File: src/design/teh_pkg.sv
package teh_pkg;
  // register word offsets (byte addresses)
  localparam logic [7:0] TEH_OFF_CTRL1 = 8'h00;  // timer_control_one
  localparam logic [7:0] TEH_OFF_CTRL2 = 8'h04;  // preload and hall routing
  localparam logic [7:0] TEH_OFF_SMCTRL = 8'h08;  // slave mode and trigger select
  localparam logic [7:0] TEH_OFF_STS = 8'h10;  // sticky event flags
  localparam logic [7:0] TEH_OFF_CCMOD = 8'h18;  // channel source selects
  localparam logic [7:0] TEH_OFF_CCEN = 8'h20;  // channel polarities
  localparam logic [7:0] TEH_OFF_CNT = 8'h24;  // counter value
  localparam logic [7:0] TEH_OFF_AR = 8'h2C;  // auto_reload_value
  localparam logic [7:0] TEH_OFF_CCDAT1 = 8'h34;  // channel 1 capture
  localparam logic [7:0] TEH_OFF_CCDAT2 = 8'h38;  // channel 2 pulse compare
  localparam logic [7:0] TEH_OFF_OUTCTL = 8'h3C;  // preload / active output bits

  // timer_control_one fields
  localparam int TEH_B_RUN = 0;  // counter_run
  localparam int TEH_B_UPDIS = 1;  // update event disable
  localparam int TEH_B_UPRS = 2;  // update only on wrap
  localparam int TEH_B_DIR = 4;  // count_direction_flag, 1 = down
  // control two fields
  localparam int TEH_B_CCR_PRELOAD_CTL = 0;  // ccr_preload_ctl
  localparam int TEH_B_CCR_UPDATE_SELECT = 2;  // ccr_update_select
  localparam int TEH_B_HALL = 7;  // xor of three channels onto input_a
  // slave control fields
  localparam int TEH_B_SLAVE_MODE_SELECT = 0;  // slave_mode_select [2:0]
  localparam int TEH_B_TRIGGER_SELECT = 4;  // trigger_select [2:0]
  // status fields
  localparam int TEH_B_UDF = 0;  // update flag
  localparam int TEH_B_CC1F = 1;  // channel 1 capture flag
  localparam int TEH_B_COMF = 5;  // commutation flag
  localparam int TEH_B_TRGF = 6;  // trigger_flag
  // channel mode fields
  localparam int TEH_B_CHAN1_SOURCE_SELECT = 0;  // chan1_source_select [1:0]
  localparam int TEH_B_CHAN2_SOURCE_SELECT = 8;  // chan2_source_select [1:0]
  // polarity fields
  localparam int TEH_B_CHAN1_POLARITY = 1;  // chan1_polarity
  localparam int TEH_B_CHAN2_POLARITY = 5;  // chan2_polarity

  // reset values
  localparam logic [31:0] TEH_RST_WORD = 32'h0000_0000;
  localparam logic [15:0] TEH_RST_AR = 16'hFFFF;

  // slave_mode_select codes
  localparam logic [2:0] TEH_SM_OFF = 3'h0;
  localparam logic [2:0] TEH_SM_ENC_A = 3'h1;
  localparam logic [2:0] TEH_SM_ENC_B = 3'h2;
  localparam logic [2:0] TEH_SM_ENC_AB = 3'h3;
  localparam logic [2:0] TEH_SM_RESET = 3'h4;
  // trigger_select codes above the internal lines
  localparam logic [2:0] TEH_TS_AEDGE = 3'h4;  // input_a_edge_detect
  localparam logic [2:0] TEH_TS_FA = 3'h5;
  localparam logic [2:0] TEH_TS_FB = 3'h6;
  // channel source codes
  localparam logic [1:0] TEH_CS_OUT = 2'h0;
  localparam logic [1:0] TEH_CS_DIRECT = 2'h1;
  localparam logic [1:0] TEH_CS_TRC = 2'h3;

  // half-word write lane masks
  localparam logic [31:0] TEH_MASK_LO = 32'h0000_FFFF;
  localparam logic [31:0] TEH_MASK_HI = 32'hFFFF_0000;
  localparam logic [31:0] TEH_MASK_ALL = 32'hFFFF_FFFF;

  typedef logic [15:0] teh_count_type;
endpackage : teh_pkg

File: src/design/teh_input_cond.sv
`timescale 1ns/1ps
// one capture channel input: polarity, last level and edge strobes
module teh_input_cond
  import teh_pkg::*;
(
  input wire logic mclk,  // kernel clock
  input wire logic nrst,  // sync reset, active low
  input wire logic ce,  // clock enable, freezes state
  input wire logic raw,  // channel level, synchronous to mclk
  input wire logic invert,  // polarity bit
  output logic level,  // unfiltered, polarity applied
  output logic rise,  // one-cycle strobe on a rising level
  output logic fall  // one-cycle strobe on a falling level
);
  logic prev_q;  // level seen on the last enabled edge
  logic prev_d;

  // polarity flips the input before edge detection, reversing direction
  assign level = raw ^ invert;
  assign prev_d = level;
  assign rise = ce & level & ~prev_q;
  assign fall = ce & ~level & prev_q;

  // last level, held while clock enable is low
  always_ff @(posedge mclk) begin
    if (!nrst) begin
      prev_q <= 1'b0;
    end else if (ce) begin
      prev_q <= prev_d;
    end
  end
endmodule : teh_input_cond

File: src/design/teh_core.sv
`timescale 1ns/1ps
// How it works
// - encoder edges step counter with own direction
// - hardware alone sets direction while encoding
// - mode 001 a, 010 b, 011 both
// - encoder count wraps between zero and reload
// - a edges: rise down if b high
// - b edges: rise up if a high
// - both mode applies each table per input
// - source select 01 routes pin to channel
// - polarity bit inverts input, reversing direction
// - hall mode xors three pins into a
// - reset mode on a edge restarts counter
// - source 11 captures counter on trigger
// - channel 2 pulses internal trigger line
// - trigger rise commits preloaded output bits
// - half-word and word register accesses accepted
// - slave reset clears counter, raises update
// - slave reset sets trigger flag
module teh_core
  import teh_pkg::*;
(
  input wire logic mclk,  // kernel clock, 50 MHz
  input wire logic nrst,  // sync reset, active low
  input wire logic ce,  // clock enable
  input wire logic [7:0] bus_addr,  // byte address
  input wire logic [31:0] bus_wdata,  // write data
  input wire logic bus_wr,  // write strobe
  input wire logic bus_rd,  // read strobe
  input wire logic bus_word,  // 1 word, 0 half-word access
  output logic [31:0] bus_rdata,  // read data, cycle after strobe
  input wire logic chan1_in,  // channel 1 pin / hall 1
  input wire logic chan2_in,  // channel 2 pin / hall 2
  input wire logic chan3_in,  // hall 3
  input wire logic [3:0] internal_trigger_n,  // trigger lines from other timers
  output logic trig_pulse_out,  // channel 2 pulse for another timer
  output logic [7:0] out_ctl_active,  // active output-control bits
  output logic count_dir  // count_direction_flag
);
  // software registers
  logic [31:0] ctrl1_q, ctrl2_q, smctrl_q, ccmod_q, ccen_q, outctl_q;
  logic [31:0] ctrl1_d, ctrl2_d, smctrl_d, ccmod_d, ccen_d, outctl_d;
  teh_count_type cnt_q, cnt_d, ar_q, ar_d, ccdat1_q, ccdat1_d, ccdat2_q, ccdat2_d;
  logic [3:0] sts_q, sts_d;  // trigger, commutation, capture, update
  logic [7:0] act_q, act_d;  // active output-control set
  logic [3:0] itr_prev_q;  // last level of internal trigger lines
  logic [31:0] rdata_q, rdata_d;
  logic pulse_q, pulse_d;

  // bus decode
  wire [31:0] wmask = bus_word ? TEH_MASK_ALL : (bus_addr[1] ? TEH_MASK_HI : TEH_MASK_LO);
  wire [31:0] wdata_al = bus_word ? bus_wdata : {bus_wdata[15:0], bus_wdata[15:0]};
  wire wr_ctrl1 = bus_wr & (bus_addr[7:2] == TEH_OFF_CTRL1[7:2]);
  wire wr_ctrl2 = bus_wr & (bus_addr[7:2] == TEH_OFF_CTRL2[7:2]);
  wire wr_sm = bus_wr & (bus_addr[7:2] == TEH_OFF_SMCTRL[7:2]);
  wire wr_sts = bus_wr & (bus_addr[7:2] == TEH_OFF_STS[7:2]);
  wire wr_ccmod = bus_wr & (bus_addr[7:2] == TEH_OFF_CCMOD[7:2]);
  wire wr_ccen = bus_wr & (bus_addr[7:2] == TEH_OFF_CCEN[7:2]);
  wire wr_cnt = bus_wr & (bus_addr[7:2] == TEH_OFF_CNT[7:2]) & wmask[0];
  wire wr_ar = bus_wr & (bus_addr[7:2] == TEH_OFF_AR[7:2]) & wmask[0];
  wire wr_ccd2 = bus_wr & (bus_addr[7:2] == TEH_OFF_CCDAT2[7:2]) & wmask[0];
  wire wr_out = bus_wr & (bus_addr[7:2] == TEH_OFF_OUTCTL[7:2]);

  // half-word lanes merge into the old word
  function automatic logic [31:0] merge(input logic [31:0] old);
    merge = (old & ~wmask) | (wdata_al & wmask);
  endfunction : merge

  // field views
  wire run = ctrl1_q[TEH_B_RUN];
  wire uprs = ctrl1_q[TEH_B_UPRS];
  wire updis = ctrl1_q[TEH_B_UPDIS];
  wire dir_q = ctrl1_q[TEH_B_DIR];
  wire hall = ctrl2_q[TEH_B_HALL];
  wire ccr_preload_ctl = ctrl2_q[TEH_B_CCR_PRELOAD_CTL];
  wire ccr_update_select = ctrl2_q[TEH_B_CCR_UPDATE_SELECT];
  wire [2:0] slave_mode_select = smctrl_q[TEH_B_SLAVE_MODE_SELECT +: 3];
  wire [2:0] trigger_select = smctrl_q[TEH_B_TRIGGER_SELECT +: 3];
  wire [1:0] chan1_source_select = ccmod_q[TEH_B_CHAN1_SOURCE_SELECT +: 2];
  wire [1:0] chan2_source_select = ccmod_q[TEH_B_CHAN2_SOURCE_SELECT +: 2];

  // channel inputs; hall mode folds three pins into input_a
  wire input_a = hall ? (chan1_in ^ chan2_in ^ chan3_in) : chan1_in;
  logic fa, fa_rise, fa_fall, fb, fb_rise, fb_fall;

  teh_input_cond u_cond_a (
    .mclk(mclk),
    .nrst(nrst),
    .ce(ce),
    .raw(input_a),
    .invert(ccen_q[TEH_B_CHAN1_POLARITY]),
    .level(fa),
    .rise(fa_rise),
    .fall(fa_fall)
  );

  teh_input_cond u_cond_b (
    .mclk(mclk),
    .nrst(nrst),
    .ce(ce),
    .raw(chan2_in),
    .invert(ccen_q[TEH_B_CHAN2_POLARITY]),
    .level(fb),
    .rise(fb_rise),
    .fall(fb_fall)
  );

  // encoder only sees channels routed direct to their pins
  wire a_on = (chan1_source_select == TEH_CS_DIRECT);
  wire b_on = (chan2_source_select == TEH_CS_DIRECT);
  wire enc = (slave_mode_select == TEH_SM_ENC_A) | (slave_mode_select == TEH_SM_ENC_B) | (slave_mode_select == TEH_SM_ENC_AB);
  wire use_a = (slave_mode_select == TEH_SM_ENC_A) | (slave_mode_select == TEH_SM_ENC_AB);
  wire use_b = (slave_mode_select == TEH_SM_ENC_B) | (slave_mode_select == TEH_SM_ENC_AB);
  wire ea = use_a & a_on & (fa_rise | fa_fall);
  wire eb = use_b & b_on & (fb_rise | fb_fall);
  // a edge: rise counts down when b high; b edge: rise counts up when a high
  // a jitter with b steady alternates down/up, so bounce nets zero
  wire enc_down = ea ? (fa_rise ? fb : ~fb) : (fb_rise ? ~fa : fa);
  wire enc_step = run & (ea | eb);
  // outside encoder the counter runs on the kernel clock, software direction
  wire step = enc ? enc_step : run;
  wire down = enc ? enc_down : dir_q;

  // trigger input selection; every source is a one-cycle event
  wire [3:0] itr_rise = internal_trigger_n & ~itr_prev_q;
  logic trig_evt;
  always_comb begin
    case (trigger_select)
      TEH_TS_AEDGE: trig_evt = fa_rise | fa_fall;  // any hall change
      TEH_TS_FA: trig_evt = fa_rise;
      TEH_TS_FB: trig_evt = fb_rise;
      3'h7: trig_evt = 1'b0;
      default: trig_evt = ce & itr_rise[trigger_select[1:0]];
    endcase
  end

  wire slave_rst = ce & run & (slave_mode_select == TEH_SM_RESET) & trig_evt;
  wire cap1 = ce & (((chan1_source_select == TEH_CS_TRC) & trig_evt) | (a_on & fa_rise));
  wire com_evt = ce & ccr_preload_ctl & ccr_update_select & trig_evt;

  // wrap values for both directions
  wire teh_count_type inc_val = (cnt_q >= ar_q) ? 16'h0000 : 16'(cnt_q + 16'h0001);
  wire teh_count_type dec_val = (cnt_q == 16'h0000) ? ar_q : 16'(cnt_q - 16'h0001);
  wire wrap = step & (down ? (cnt_q == 16'h0000) : (cnt_q >= ar_q));
  wire upd_evt = ce & ~updis & (wrap | (slave_rst & ~uprs));

  // counter next state; slave reset beats software write
  always_comb begin
    cnt_d = cnt_q;
    if (slave_rst) begin
      cnt_d = 16'h0000;
    end else if (wr_cnt) begin
      cnt_d = wdata_al[15:0];
    end else if (step) begin
      cnt_d = down ? dec_val : inc_val;
    end
  end

  // control one: hardware owns the direction bit while encoding
  always_comb begin
    ctrl1_d = wr_ctrl1 ? merge(ctrl1_q) : ctrl1_q;
    if (enc) begin
      ctrl1_d[TEH_B_DIR] = enc_step ? enc_down : dir_q;
    end
  end

  // sticky flags: write 0 clears, a same-cycle set wins
  wire [3:0] sts_clr = wr_sts ? {~wdata_al[TEH_B_TRGF] & wmask[TEH_B_TRGF],
                                 ~wdata_al[TEH_B_COMF] & wmask[TEH_B_COMF],
                                 ~wdata_al[TEH_B_CC1F] & wmask[TEH_B_CC1F],
                                 ~wdata_al[TEH_B_UDF] & wmask[TEH_B_UDF]} : 4'h0;
  wire [3:0] sts_set = {slave_rst, com_evt, cap1, upd_evt};
  assign sts_d = (sts_q & ~sts_clr) | sts_set;

  // plain registers
  assign ctrl2_d = wr_ctrl2 ? merge(ctrl2_q) : ctrl2_q;
  assign smctrl_d = wr_sm ? merge(smctrl_q) : smctrl_q;
  assign ccmod_d = wr_ccmod ? merge(ccmod_q) : ccmod_q;
  assign ccen_d = wr_ccen ? merge(ccen_q) : ccen_q;
  assign outctl_d = wr_out ? merge(outctl_q) : outctl_q;
  assign ar_d = wr_ar ? wdata_al[15:0] : ar_q;
  assign ccdat2_d = wr_ccd2 ? wdata_al[15:0] : ccdat2_q;
  assign ccdat1_d = cap1 ? cnt_q : ccdat1_q;
  // without preload the active set follows software at once
  assign act_d = com_evt ? outctl_q[7:0] : (ccr_preload_ctl ? act_q : outctl_q[7:0]);
  // channel 2 in output mode pulses on compare match
  assign pulse_d = ce & step & (chan2_source_select == TEH_CS_OUT) & (cnt_q == ccdat2_q);

  // read mux; unmapped words read zero, half reads come in the low lane
  logic [31:0] rword;
  always_comb begin
    case (bus_addr[7:2])
      TEH_OFF_CTRL1[7:2]: rword = ctrl1_q;
      TEH_OFF_CTRL2[7:2]: rword = ctrl2_q;
      TEH_OFF_SMCTRL[7:2]: rword = smctrl_q;
      TEH_OFF_STS[7:2]: rword = {25'h0, sts_q[3], sts_q[2], 3'h0, sts_q[1], sts_q[0]};
      TEH_OFF_CCMOD[7:2]: rword = ccmod_q;
      TEH_OFF_CCEN[7:2]: rword = ccen_q;
      TEH_OFF_CNT[7:2]: rword = {16'h0000, cnt_q};
      TEH_OFF_AR[7:2]: rword = {16'h0000, ar_q};
      TEH_OFF_CCDAT1[7:2]: rword = {16'h0000, ccdat1_q};
      TEH_OFF_CCDAT2[7:2]: rword = {16'h0000, ccdat2_q};
      TEH_OFF_OUTCTL[7:2]: rword = {16'h0000, act_q, outctl_q[7:0]};
      default: rword = 32'h0000_0000;
    endcase
  end
  assign rdata_d = bus_rd ? ((!bus_word && bus_addr[1]) ? {16'h0000, rword[31:16]} : rword)
                          : 32'h0000_0000;

  // state update, frozen while clock enable is low
  always_ff @(posedge mclk) begin
    if (!nrst) begin
      ctrl1_q <= TEH_RST_WORD;
      ctrl2_q <= TEH_RST_WORD;
      smctrl_q <= TEH_RST_WORD;
      ccmod_q <= TEH_RST_WORD;
      ccen_q <= TEH_RST_WORD;
      outctl_q <= TEH_RST_WORD;
      sts_q <= 4'h0;
      cnt_q <= 16'h0000;
      ar_q <= TEH_RST_AR;
      ccdat1_q <= 16'h0000;
      ccdat2_q <= 16'h0000;
      act_q <= 8'h00;
      itr_prev_q <= 4'h0;
      pulse_q <= 1'b0;
      rdata_q <= 32'h0000_0000;
    end else if (ce) begin
      ctrl1_q <= ctrl1_d;
      ctrl2_q <= ctrl2_d;
      smctrl_q <= smctrl_d;
      ccmod_q <= ccmod_d;
      ccen_q <= ccen_d;
      outctl_q <= outctl_d;
      sts_q <= sts_d;
      cnt_q <= cnt_d;
      ar_q <= ar_d;
      ccdat1_q <= ccdat1_d;
      ccdat2_q <= ccdat2_d;
      act_q <= act_d;
      itr_prev_q <= internal_trigger_n;
      pulse_q <= pulse_d;
      rdata_q <= rdata_d;
    end
  end

  assign bus_rdata = rdata_q;
  assign trig_pulse_out = pulse_q;
  assign out_ctl_active = act_q;
  assign count_dir = dir_q;

  wire quiet = ce & ~slave_rst & ~wr_cnt & ~wr_ctrl1;
endmodule : teh_core

File: config.mk
export PLATFORM = sky130hd
export DESIGN_NAME = teh_core
export DESIGN_NICKNAME = d
export VERILOG_FILES = /design/src/design/teh_pkg.sv /design/src/design/teh_input_cond.sv /design/src/design/teh_core.sv
export SDC_FILE = /design/constraint.sdc
export NUM_CORES = 1
export LEC_CHECK = 0
export BUFFER_PORTS_ARGS = -buffer_cell sky130_fd_sc_hd__buf_2
export CORE_MARGIN = 2
export CORE_UTILIZATION = 39
export CTS_BUF_LIST = sky130_fd_sc_hd__clkbuf_4 sky130_fd_sc_hd__clkbuf_8
export DETAILED_ROUTE_END_ITERATION = 10
export MAX_ROUTING_LAYER = met4
export SLEW_MARGIN = 10
export SYNTH_ARGS = -nofsm -noshare
export SYNTH_HDL_FRONTEND = slang
export SYNTH_HIERARCHICAL = 1
export SYNTH_SLANG_ARGS = --single-unit
File: constraint.sdc
create_clock -name mclk -period 3.2 [get_ports mclk]
set_clock_uncertainty 0.15 [all_clocks]
set_input_delay 0.16 -clock mclk [delete_from_list [all_inputs] [get_ports mclk]]
set_output_delay 0.16 -clock mclk [all_outputs]
set_load 0.05 [all_outputs]
# Word-level counts from Yosys, hierarchy flattened
# Index checks and enable logic that the tools add are counted.
totals:
  output_inout_bits: 42
  regBits: 307
  inputBits: 53
classes:
  n_eq_ne: 24
  reduce_logical: 19
  order_cmp: 2
  bitwise_logic: 89
  addsub: 2
  muxes: 28
op_table:
  columns: ["op", "n"]
  rows:
  - ["$pmux 32 s11", 1]
  - ["$and 32x32->32", 7]
  - ["$or 32x32->32", 6]
  - ["$mux 32", 5]
  - ["$mux 16", 6]
  - ["$and 1x1->1", 47]
  - ["$eq 6x4->1 const B", 6]
  - ["$not 32->32", 1]
  - ["$reduce_and 2->1", 11]
  - ["$add 16x1->16 const B", 1]
  - ["$eq 16x16->1", 1]
  - ["$ge 16x16->1", 1]
  - ["$logic_not 16->1", 1]
  - ["$mux 8", 2]
  - ["$sub 16x1->16 const B", 1]
  - ["$eq 3x3->1 const B", 5]
  - ["$eq 6x3->1 const B", 2]
  - ["$mux 1", 10]
  - ["$not 1->1", 10]
  - ["$or 1x1->1", 9]
  - ["$and 4x4->4", 2]
  - ["$not 4->4", 2]
  - ["$eq 3x2->1 const B", 2]
  - ["$eq 6x1->1 const B", 1]
  - ["19 further kinds", 24]

# Depth between registers and ports, before layout
# Gate-level depths: netlist of the first run.
logic_depth:
  depth_word: 16
  depth_mapped: 12

# Modules after synthesis
# Netlist of the first run, hierarchy kept.
by_module_without_submodules:
  columns: ["module", "area_per_inst_um2", "instances", "cells_each", "seq_area_each_um2"]
  rows:
  - ["teh_core", 13660.6, 1, 1638, 5625.4]
  - ["teh_input_cond", 68.8, 2, 7, 20.0]

# Worst setup path after synthesis of the first run
# No wires, ideal clock.
synth_timing:
  path_type: "reg-to-reg"
  startpoint: "register cnt_q[0]"
  endpoint: "register cnt_q[14]"
  setup_slack_ns: 0.405
  stages_incl_launch_ff: 10
  arrival_ns: 2.559
  synth_period_minus_slack_ns: 2.795
  n_path_buf: 1
  cell_sequence: "dfxtp_1 -> clkbuf_1 -> inv_1 -> ha_1 -> nand2b_1 -> a2111o_1 -> a311oi_2 -> nand3_4 -> o211a_1 -> a221oi_2"
synth_between:
  elab_chain_len: 6
  word_cells_on_any_way: 10
  classes_between: "2 x add/sub; 1 x order compare; 6 x mux; 1 x reduce/logical"
synth_lines:
  columns: ["element", "line_no", "source"]
  rows:
  - ["from (decl)", "teh_core.sv:43", "teh_count_type cnt_q, cnt_d, ar_q, ar_d, ccdat1_q, ccdat1_d, ccdat2_q, ccdat2_d;"]
  - ["from (signal assigned)", "teh_core.sv:236", "cnt_q <= cnt_d;"]
  - ["$add 16x1->16 (tied with other cells)", "teh_core.sv:142", "wire teh_count_type inc_val = (cnt_q >= ar_q) ? 16'h0000 : 16'(cnt_q + 16'h0001);"]
  - ["$mux 16 (on tied branches)", "teh_core.sv:142, teh_core.sv:143", null]
  - ["$mux 16 (*)", "teh_core.sv:155", "cnt_d = down ? dec_val : inc_val;"]
  - ["$mux 16 (*)", "teh_core.sv:154", "end else if (step) begin"]
  - ["$mux 16 (*)", "teh_core.sv:152", "end else if (wr_cnt) begin"]
  - ["$mux 16 (*)", "teh_core.sv:150", "if (slave_rst) begin"]
# Mark *: on every way between the ends. The rest lies on a longest branch, timed or not. The select of a mux whose other input is x is not followed.
# A chain may end at the register's enable or synchronous reset.

==> key figures, run 1 <==
Run status
  • Status: finished, final reports clean

CTS
  • Post-CTS setup buffer count: 0
  • CTS tree: yes
  • Root buf cell: clkbuf_8
  • Htree depth: 2
  • CTS sink cnt: 283
  • Worst-path clk slew: 60 ps
  • Skew-Pair Late Insertion Delay: 600 ps
  • Clock buffer depth: 3
  • CTS Buf Count: 49

Synth
  • Synthesized Nets: 1724
  • Top_reg_cell synth: dfxtp_1
  • Syn Area/Cell: 8.352 um^2
  • Yosys reg bits: 283
  • Register area share after synthesis: 0.4106
  • Distinct cells, synth: 80
  • Number of flops mapped to enable cells by yosys: 0
  • Post-Synthesis Cell Area: 13800 um^2
  • Synth Instances: 1652
  • Asr flop ratio synth: 0
  • Synth warnings: 6

Worst setup path
  • Number of cells on the worst reg-to-reg path: 10
  • Critical path data required time: 3530 ps
  • Crit path buf inv count: 0
  • Crit-path max FO: 5
  • Critical path, cell by cell: nand2_1 -> xnor2_1 -> xnor2_2 -> and3_1 -> nor2_1 -> o221ai_1 -> a32oi_1 -> nand2_1 -> o211a_1 -> a221oi_2
  • Crit-path max cell delay: 540 ps
  • Crit end category: flip-flop
  • CP dominant cell by count: nand2_1
  • R2R Path End: cnt_q[14]$_SDFFE_PN0P_
  • Kind of critical path: reg -> reg
  • Crit path launch type: flip-flop
  • Family with the most delay on the worst path: compound AO/OA/AOI/OAI gates
  • R2R setup slack: 240 ps
  • Worst Path Arrival: 3290 ps
  • Critical path's slowest cell: a32oi_1

Layout
  • Final Core Density: 0.4691
  • Nets: 1841
  • Layout cells sized above 1: 0.1702
  • FF+latch area: 5665 um^2
  • Fin cells: 2259
  • Fill cells: 3380
  • Design area: 16290 um^2
  • Antenna cells: 0
  • P&R area growth vs syn: 18.03%
  • Area of the multi-input gates: 7361 um^2

Place
  • HPWL after DPL: 34870 um
  • Placed cells: 2129
  • RePlAce Congestion: 0.9424
  • IO buf count: 93
  • Placed inst area: 14810 um^2

Global route
  • Initial antenna violation count: 0
  • Largest net degree at the start of global routing: 136
  • Aggregate global-route resource usage: 0.2791
  • Grt ovf: 0
  • First-pass GRT wire length: 75980 um
  • Vias in the first global route: 12.38k

Detailed routing
  • DR WL/cell: 22.24 um
  • Routed via count: 13.16k
  • Avg Vias per Cell: 5.826
  • Drt pass-1 iters: 6
  • Post-DRT Antenna Nets: 0
  • Routed wire length: 50230 um
  • DRT iter0 DRCs: 1314
  • DRC Markers: 0

STA
  • Final Max Slew Viols: 0
  • Max Clock Freq: 0.3378 GHz
  • RSZ-0062 raised after global routing: no
  • Worst-margin pin slew: 894.8 ps
  • # setup viols final: 0
  • Fin crit period: 2960 ps
  • Final hold viol count: 0
  • Setup TNS: 0 ps
  • Headroom to the max-slew limit: 0.4035
  • Final critical-path share of the clock period: 0.9250

Pwr
  • IR drop worst, VDD: 0.2674 mV
  • Leak: 6.208 nW
  • Pwr per Cell Area: 457.3 nW/um^2

Floorplan
  • Initial core utilization: 0.3975
  • Die area: 36900 um^2
  • Vert. Die Dim: 192.1 um
  • Width of the die: 192.1 um
  • Core Area: 34710 um^2
  • IO Pins: 95
  • Row count: 68

Worst hold path
  • Hold_sp: bus_addr[6]
  • Hold WC Path Type: in -> reg
  • Hold depth: 6

Flow run
  • Max cap viols: 0
tightest hold or removal path, cell delays in order:
cell,delay [ps]
buf_2,200
nor4_4,90
nand2_1,110
nor2_1,60
nand2_1,60
a21oi_1,60
layout make-up:
class,instances,share of cell area
Multi-Input combinational cell,1183,0.4520
Sequential cell,283,0.3479
Timing Repair Buffer,215,0.09312
Clock buffer,82,0.06123
Tap cell,455,0.03496
Inverter,37,0.008835
Clock inverter,4,0.001998
worst max-delay path by stage:
| stage | from | depth (start not counted) | end |
|---|---|---|---|
| floorplan | cnt_q[0]$_SDFFE_PN0P_ | 9 | cnt_q[14]$_SDFFE_PN0P_ |
| global placement | chan2_in | 13 | cnt_q[2]$_SDFFE_PN0P_ |
| detailed placement | chan2_in | 13 | cnt_q[2]$_SDFFE_PN0P_ |
| CTS | flip-flop | 11 | cnt_q[2]$_SDFFE_PN0P_ |
| global route | flip-flop | 11 | cnt_q[6]$_SDFFE_PN0P_ |
| finish | flip-flop | 10 | cnt_q[14]$_SDFFE_PN0P_ |
routing by layer:
metal	global-route usage	up-vias	part of all wire
met5	-	-	0
met4	0.09454	0	0.031
met3	0.04568	111	0.087
met2	0.4238	619	0.44
met1	0.3769	6276	0.44
li1	-	6155	-
where the power goes:
group / switching [W] / total, W / internal, W
registers: 0.00000825 / 0.00354 / 0.00354
clock network: 0.00150 / 0.00346 / 0.00196
logic: 0.000298 / 0.000440 / 0.000142
total: 0.00181 / 0.00745 / 0.00564
cells in the mapped netlist (26+ instances only):
master	n	share of area
a211oi_1	95	0.052
a21oi_1	122	0.044
a22oi_1	71	0.039
and3_1	30	0.014
buf_2	34	0.012
clkbuf_1	99	0.027
dfxtp_1	283	0.41
inv_1	37	0.010
mux2i_1	69	0.050
nand2_1	246	0.067
nor2_1	202	0.055
o21ai_0	31	0.011
xnor2_1	26	0.017
what timing repair did:
item                                    in CTS  in global routing
hold endpoints to repair                   213                  0
hold buffers                                44                  0
endpoints found under the setup margin       0                 10
resized for setup                            0                  2
cells in the final DEF, fill, tap and decap left out, types with 18 or more instances in the layout:
master / instances
clkbuf_8: 61
ha_1: 19
nand4_1: 21
nor2_1: 196
nand3_1: 18
clkbuf_4: 21
o21ai_0: 31
a21oi_1: 122
and3_1: 30
dlygate4sd3_1: 44
dfxtp_1: 283
buf_4: 76
xnor2_1: 26
mux2i_1: 69
a211oi_1: 95
inv_1: 36
buf_2: 93
a2bb2oi_1: 21
nand2_1: 246
a22oi_1: 71
o211ai_1: 23
kinds of logic (layout without fill, tap and decap cells):
logic type                 after synthesis  count (layout)  synth area share
and+or+nand+nor                        594             594            0.1983
AOI/OAI and AO/OA                      456             456            0.2366
DFF                                    283             283            0.4106
buffers and inverters                  186             338           0.05758
muxes                                   69              69           0.05005
xor gates and xnor gates                45              45           0.02965
adders and majority gates               19              19           0.01723
per-stage QoR:
step / hold slack [ps] / total power, W / worst slack [ps]
6_report: 52.39 / 0.007447 / 240.0
3_5_place_dp: 276.2 / 0.004010 / 25.63
5_1_grt: 66.60 / 0.007672 / 23.17
2_1_floorplan: 99.36 / 0.003840 / 404.8
3_3_place_gp: 260.5 / 0.004008 / 78.29
4_1_cts: 14.34 / 0.007480 / 71.38
No activity file was read; power rests on OpenSTA's default activity.
==> run 2: changes to the inputs <==
ABC_AREA = 1   (was default)
SYNTH_HIERARCHICAL = default   (was 1)
==> key figures, run 2 <==
Run status
  • Status: finished, final reports clean

Pwr
  • Leak: 6.946 nW (+12%)
  • Pwr per Cell Area: 468.9 nW/um^2 (+2.5%)
  • IR drop worst, VDD: 0.3063 mV (+15%)

Synth
  • Yosys reg bits: 283 (unchanged)
  • Top_reg_cell synth: dfxtp_1
  • Synth area leaders: dfxtp_1 41%, a21oi_1 11%, o21ai_0 9.9%
  • Synthesized Nets: 2002 (+16%)
  • Post-synth top area share: 0.4135 (+0.002887)
  • Biggest area consumer among synthesized cells: dfxtp_1
  • Synth Instances: 1930 (+17%)
  • Number of flops mapped to enable cells by yosys: 0 (unchanged)
  • Post-synth top cells: 300 x a21oi_1, 283 x dfxtp_1, 276 x nand2_1
  • Post-Synthesis Cell Area: 13700 um^2 (-0.70%)
  • Register area share after synthesis: 0.4135 (+0.002887)
  • Asr flop ratio synth: 0 (unchanged)
  • Top-count cell post-synth: a21oi_1
  • Syn Area/Cell: 7.099 um^2 (-15%)
  • Synth warnings: 0 (-6)
  • Distinct cells, synth: 44 (-45%)

CTS
  • Post-CTS setup buffer count: 0 (unchanged)
  • CTS Buf Count: 49 (unchanged)
  • Root buf cell: clkbuf_8
  • Htree depth: 2 (unchanged)
  • Clock buffer depth: 3 (unchanged)
  • CTS tree: yes
  • CTS sink cnt: 283 (unchanged)
  • Worst-path clk slew: 60 ps (about the same)
  • Skew-Pair Late Insertion Delay: 600 ps (about the same)

Detailed routing
  • Drt pass-1 iters: 5 (-1)
  • Avg Vias per Cell: 5.452 (-6.4%)
  • DRC Markers: 0 (unchanged)
  • Routed via count: 13.88k (+5.4%)
  • Routed wire length: 48270 um (-3.9%)
  • DR WL/cell: 18.96 um (-15%)
  • Post-DRT Antenna Nets: 0 (unchanged)
  • DRT iter0 DRCs: 1211 (-7.8%)

STA
  • Final hold viol count: 0 (unchanged)
  • Fin worst setup slack: 484.2 ps (+244.1 ps)
  • Setup TNS: 0 ps (unchanged)
  • Fin crit period: 2716 ps (-244.1 ps)
  • RSZ-0062 raised after global routing: no
  • Worst-margin pin slew: 1079 ps (+184.0 ps)
  • # setup viols final: 0 (unchanged)
  • Final Max Slew Viols: 0 (unchanged)
  • Max Clock Freq: 0.3682 GHz (+9.0%)
  • Hold slack: 41.58 ps (-10.81 ps)
  • Final critical-path share of the clock period: 0.8487 (-0.07628)
  • Headroom to the max-slew limit: 0.2798 (-0.1237)

Worst setup path
  • Kind of critical path: reg -> reg
  • R2R setup slack: 480 ps (+240 ps)
  • Crit path buf inv count: 2 (+2)
  • Crit end category: flip-flop
  • Crit-path max FO: 10 (+5)
  • Crit-path max cell delay: 570 ps (+30 ps)
  • Critical path's slowest cell: dfxtp_1
  • Critical path data required time: 3480 ps (-50 ps)
  • Worst Path Arrival: 2990 ps (-300 ps)
  • Critical path, cell by cell: ha_1 -> nand2_1 -> nor3_1 -> nand3_1 -> nand3_1 -> clkinv_1 -> nand3_1 -> inv_1 -> nand2_1 -> nand2_1 -> nand2_1 -> a21oi_1
  • CP dominant cell by count: nand2_1
  • Crit path launch type: flip-flop
  • Family with the most delay on the worst path: simple AND/OR/NAND/NOR gates

Layout
  • Design area: 16210 um^2 (-0.48%)
  • Fin cells: 2545 (+13%)
  • Antenna cells: 0 (unchanged)
  • Most common cell after layout, fill and taps aside: a21oi_1
  • Nets: 2128 (+16%)
  • Layout cells sized above 1: 0.1359 (-0.03429)
  • P&R area growth vs syn: 18.28%
  • Commonest cells after routing, fill and taps aside: 300 x a21oi_1, 283 x dfxtp_1, 276 x nand2_1
  • Fill cells: 3569 (+5.6%)

Global route
  • Aggregate global-route resource usage: 0.2698 (-0.009297)
  • Initial antenna violation count: 1 (+1)
  • First-pass GRT wire length: 74120 um (-2.5%)
  • Vias in the first global route: 12.98k (+4.9%)
  • Grt ovf: 0 (unchanged)
  • Largest net degree at the start of global routing: 127 (-6.6%)

Flow run
  • Max cap viols: 0 (unchanged)

Floorplan
  • Core Area: 34540 um^2 (-0.49%)
  • Vert. Die Dim: 191.4 um (-0.34%)
  • Row count: 68 (unchanged)
  • Initial core utilization: 0.3967 (-0.0008310)
  • Die area: 36650 um^2 (-0.68%)
  • IO Pins: 95 (unchanged)
  • Width of the die: 191.4 um (-0.34%)

Place
  • Placed inst area: 14750 um^2 (-0.41%)
  • Placed cells: 2420 (+14%)
  • Post-Place Worst Slack: 549.7 ps (+524.1 ps)
  • IO buf count: 93 (unchanged)
  • HPWL after DPL: 33580 um (-3.7%)
  • RePlAce Congestion: 0.9377 (-0.50%)

Worst hold path
  • Hold WC Path Type: in -> reg
run 2: cell types whose count changed in the layout (fill, tap and decap cells not counted), sizes merged, moves of 32 or more:
cell	delta
o21ai	+254
a21oi	+180
inv	+173
a211oi	-93
a22oi	-69
mux2i	-69
nand3	+38
nand2	+35
nor2	-34
a221oi	+32
run 2: power by group:
group          leakage (nW)  internal, W  switching [W]
Combinational          4.10     0.000136       0.000326
Clock                 0.566      0.00203        0.00154
Sequential             2.28      0.00355      0.0000149
Total                  6.95      0.00571        0.00188
run 2: kinds of logic (layout without fill, tap and decap cells):
group           after synthesis  count (layout)  synth area share
simple gates                560             560            0.1752
flops                       283             283            0.4135
buf+inv                     344             504           0.09762
xor+xnor                     31              31           0.01982
fa+ha+maj                    19              19           0.01735
compound gates              693             693            0.2765
run 2: final cells by class:
cell class / instances / area, um^2 / area share
Sequential cell: 283 / 5665 / 0.3496
Clock inverter: 7 / 72.57 / 0.004478
Timing Repair Buffer: 198 / 1369 / 0.08446
Inverter: 221 / 829.5 / 0.05119
Multi-Input combinational cell: 1303 / 6715 / 0.4143
Tap cell: 455 / 569.3 / 0.03513
Clock buffer: 78 / 985.9 / 0.06084
run 2: final timing paths:
check,start,endpoint,cells after the start
min reg2reg,flip-flop,flip-flop,2
max reg2reg,cnt_q[12]$_SDFFE_PN0P_,cnt_q[1]$_SDFFE_PN0P_,12
max,cnt_q[12]$_SDFFE_PN0P_,cnt_q[1]$_SDFFE_PN0P_,12
min,bus_wdata[23],flip-flop,5
run 2: routing by layer:
metal	share of wire	global-route usage
met3	0.083	0.05030
met2	0.46	0.4285
met5	0	-
met1	0.43	0.3444
met4	0.031	0.09142
run 2: stage by stage:
| stage | power [W] | utilization |
|---|---|---|
| floorplan | 0.003884 | - |
| global placement | 0.004052 | 0.4269 |
| detailed placement | 0.004056 | 0.4269 |
| CTS | 0.007637 | 0.4692 |
| global route | 0.007823 | 0.4692 |
| finish | 0.007599 | 0.4692 |
run 2: worst min-delay path, cell delays in order:
cell	delay [ps]
buf_2	80
nand2_1	60
o21ai_0	210
o21ai_0	130
a21oi_1	110
run 2: timing repair:
action	CTS	global route
gates resized for setup	0	0
endpoints found under the hold margin	192	0
hold buffers	40	0
==> run 3: changes to the inputs <==
clock period = 2.7 ns   (was 3.2 ns; I/O delays follow)
==> key figures, run 3 (synthesized netlist as in run 2, its figures left out) <==
Floorplan
  • Initial core utilization: 0.3967 (unchanged)
  • IO Pins: 95 (unchanged)
  • Die area: 36650 um^2 (unchanged)
  • Vert. Die Dim: 191.4 um (unchanged)
  • Row count: 68 (unchanged)
  • Core Area: 34540 um^2 (unchanged)
  • Width of the die: 191.4 um (unchanged)

Worst setup path
  • Crit end category: flip-flop
  • Worst Path Arrival: 2810 ps (-180 ps)
  • Critical path's slowest cell: dlygate4sd3_1
  • Crit-path max FO: 4 (-6)
  • Critical path data required time: 3020 ps (-460 ps)
  • Crit path launch type: flip-flop
  • CP dominant cell by count: nand2_1
  • Crit-path max cell delay: 580 ps (about the same)
  • Kind of critical path: reg -> reg
  • Critical path, cell by cell: nand2_1 -> nor2_1 -> nand2_1 -> nand3_2 -> nand2_1 -> nand2_1 -> nand4_1 -> nand2_1 -> a21oi_1 -> dlygate4sd3_1

Layout
  • Layout cells sized above 1: 0.1531 (+0.01724)
  • Commonest cells after routing, fill and taps aside: 300 x a21oi_1, 283 x dfxtp_1, 275 x nand2_1
  • Most common cell after layout, fill and taps aside: a21oi_1
  • Area of the multi-input gates: 6728 um^2 (+0.19%)
  • Nets: 2167 (+1.8%)
  • Design area: 16500 um^2 (+1.8%)
  • FF+latch area: 5665 um^2 (unchanged)
  • Fill cells: 3493 (-2.1%)
  • P&R area growth vs syn: 20.39%
  • Fin cells: 2586 (+1.6%)

Global route
  • Grt ovf: 0 (unchanged)
  • Initial antenna violation count: 5 (+4)
  • Vias in the first global route: 12.96k (-0.16%)
  • Met2 GRT Util: 0.4250 (-0.003471)
  • First-pass GRT wire length: 74820 um (+0.95%)
  • Aggregate global-route resource usage: 0.2745 (+0.004665)
  • Largest net degree at the start of global routing: 189 (+49%)
  • Met1 usage: 0.3479 (+0.003435)
  • GRT Max-Usage Layer: met2
  • Met3 GRT Util: 0.05269 (+0.002387)

CTS
  • Htree depth: 2 (unchanged)
  • Clock buffer depth: 3 (unchanged)
  • CTS Buf Count: 49 (unchanged)
  • CTS tree: yes
  • Root buf cell: clkbuf_8
  • CTS sink cnt: 283 (unchanged)
  • Skew-Pair Late Insertion Delay: 610 ps (about the same)
  • Worst-path clk slew: 60 ps (about the same)

Detailed routing
  • Routed via count: 13.93k (+0.37%)
  • Avg Vias per Cell: 5.385 (-1.2%)
  • DRC Markers: 0 (unchanged)
  • DR WL/cell: 19.08 um (+0.61%)
  • Post-DRT Antenna Nets: 0 (unchanged)
  • DRT iter0 DRCs: 1344 (+11%)
  • Routed wire length: 49340 um (+2.2%)
  • Drt pass-1 iters: 6 (+1)

Place
  • RePlAce Congestion: 0.9645 (+2.9%)
  • Placed inst area: 15040 um^2 (+2.0%)
  • HPWL after DPL: 35150 um (+4.7%)
  • Placed cells: 2457 (+1.5%)
  • Post-Place Worst Slack: 105.5 ps (-444.2 ps)
  • IO buf count: 93 (unchanged)

STA
  • Fin worst setup slack: 209.6 ps (-274.5 ps)
  • Worst-margin pin slew: 875.7 ps (-203.1 ps)
  • Final critical-path share of the clock period: 0.9224 (+0.07365)
  • Final hold viol count: 0 (unchanged)
  • # setup viols final: 0 (unchanged)
  • Fin crit period: 2490 ps (-225.5 ps)
  • Setup TNS: 0 ps (unchanged)
  • Final Max Slew Viols: 0 (unchanged)
  • RSZ-0062 raised after global routing: no
  • Headroom to the max-slew limit: 0.4156 (+0.1358)
  • Max Clock Freq: 0.4015 GHz (+9.1%)

Pwr
  • IR drop worst, VDD: 0.4173 mV (+36%)
  • Power, Total: 0.008919 W (+17%)
  • Pwr per Cell Area: 540.7 nW/um^2 (+15%)
  • Leak: 7.125 nW (+2.6%)

Flow run
  • Max cap viols: 0 (unchanged)

Worst hold path
  • Hold WC Path Type: in -> reg

Run status
  • Status: finished, final reports clean
## run 3: cell count changes in the layout (fill, tap and decap cells not counted), sizes merged
| cell | change |
|---|---|
| buf | +37 |
| clkinv | +4 |
| dlygate4sd3 | +1 |
| clkinvlp | +2 |
| diode | +2 |
| clkbuf | -6 |
| bufinv | +1 |
## run 3: worst paths after layout
path	startpoint	endpoint	slack [ps]	cells after the start
setup / recovery	flip-flop	sts_q[3]$_SDFFE_PN0P_	210	10
hold / removal	bus_wdata[17]	flip-flop	30	5
setup reg to reg	flip-flop	sts_q[3]$_SDFFE_PN0P_	210	10
hold reg to reg	flip-flop	flip-flop	300	2
## run 3: metal layers
metal	wire length, um	up-vias
li1	-	6852
met1	21230	6402
met2	22250	539
met3	3748	133
met4	2116	0
met5	0	-
## run 3: critical path, delay by kind of cell (launching register included)
| kind | cells | cell delay, ps |
|---|---|---|
| AO/OA/AOI/OAI | 1 | 90 |
| AND/OR/NAND/NOR | 8 | 1100 |
| buffers and inverters | 1 | 580 |
| flip-flops | 1 | 450 |
## run 3: what timing repair did
action / CTS / global route
setup endpoints to repair: 0 / 17
setup buffers: 0 / 0
endpoints found under the hold margin: 159 / 0
resized for setup: 0 / 6
hold buffers: 41 / 0
## run 3: stage by stage
stage	hold slack (ps)	utilization
6_report	25.13	0.4775
5_1_grt	65.73	0.4775
4_1_cts	6.210	0.4767
3_5_place_dp	258.4	0.4353
3_3_place_gp	228.8	0.4353
2_1_floorplan	119.9	-
## run 3: final cells by class
cell class | instances | area share
multi-input combinational | 1303 | 0.4078
sequential | 283 | 0.3434
timing repair buffer | 236 | 0.1012
clock buffer | 72 | 0.05400
inverter | 221 | 0.05052
tap | 455 | 0.03451
clock inverter | 13 | 0.007737
timing repair inverter | 1 | 0.0004551
antenna | 2 | 0.0003034
## run 3: report_power, final
group	leakage (nW)	switching (W)	internal, W
clock network	0.552	0.00181	0.00231
logic	4.29	0.000397	0.000178
registers	2.28	0.0000178	0.00420
total	7.13	0.00223	0.00669
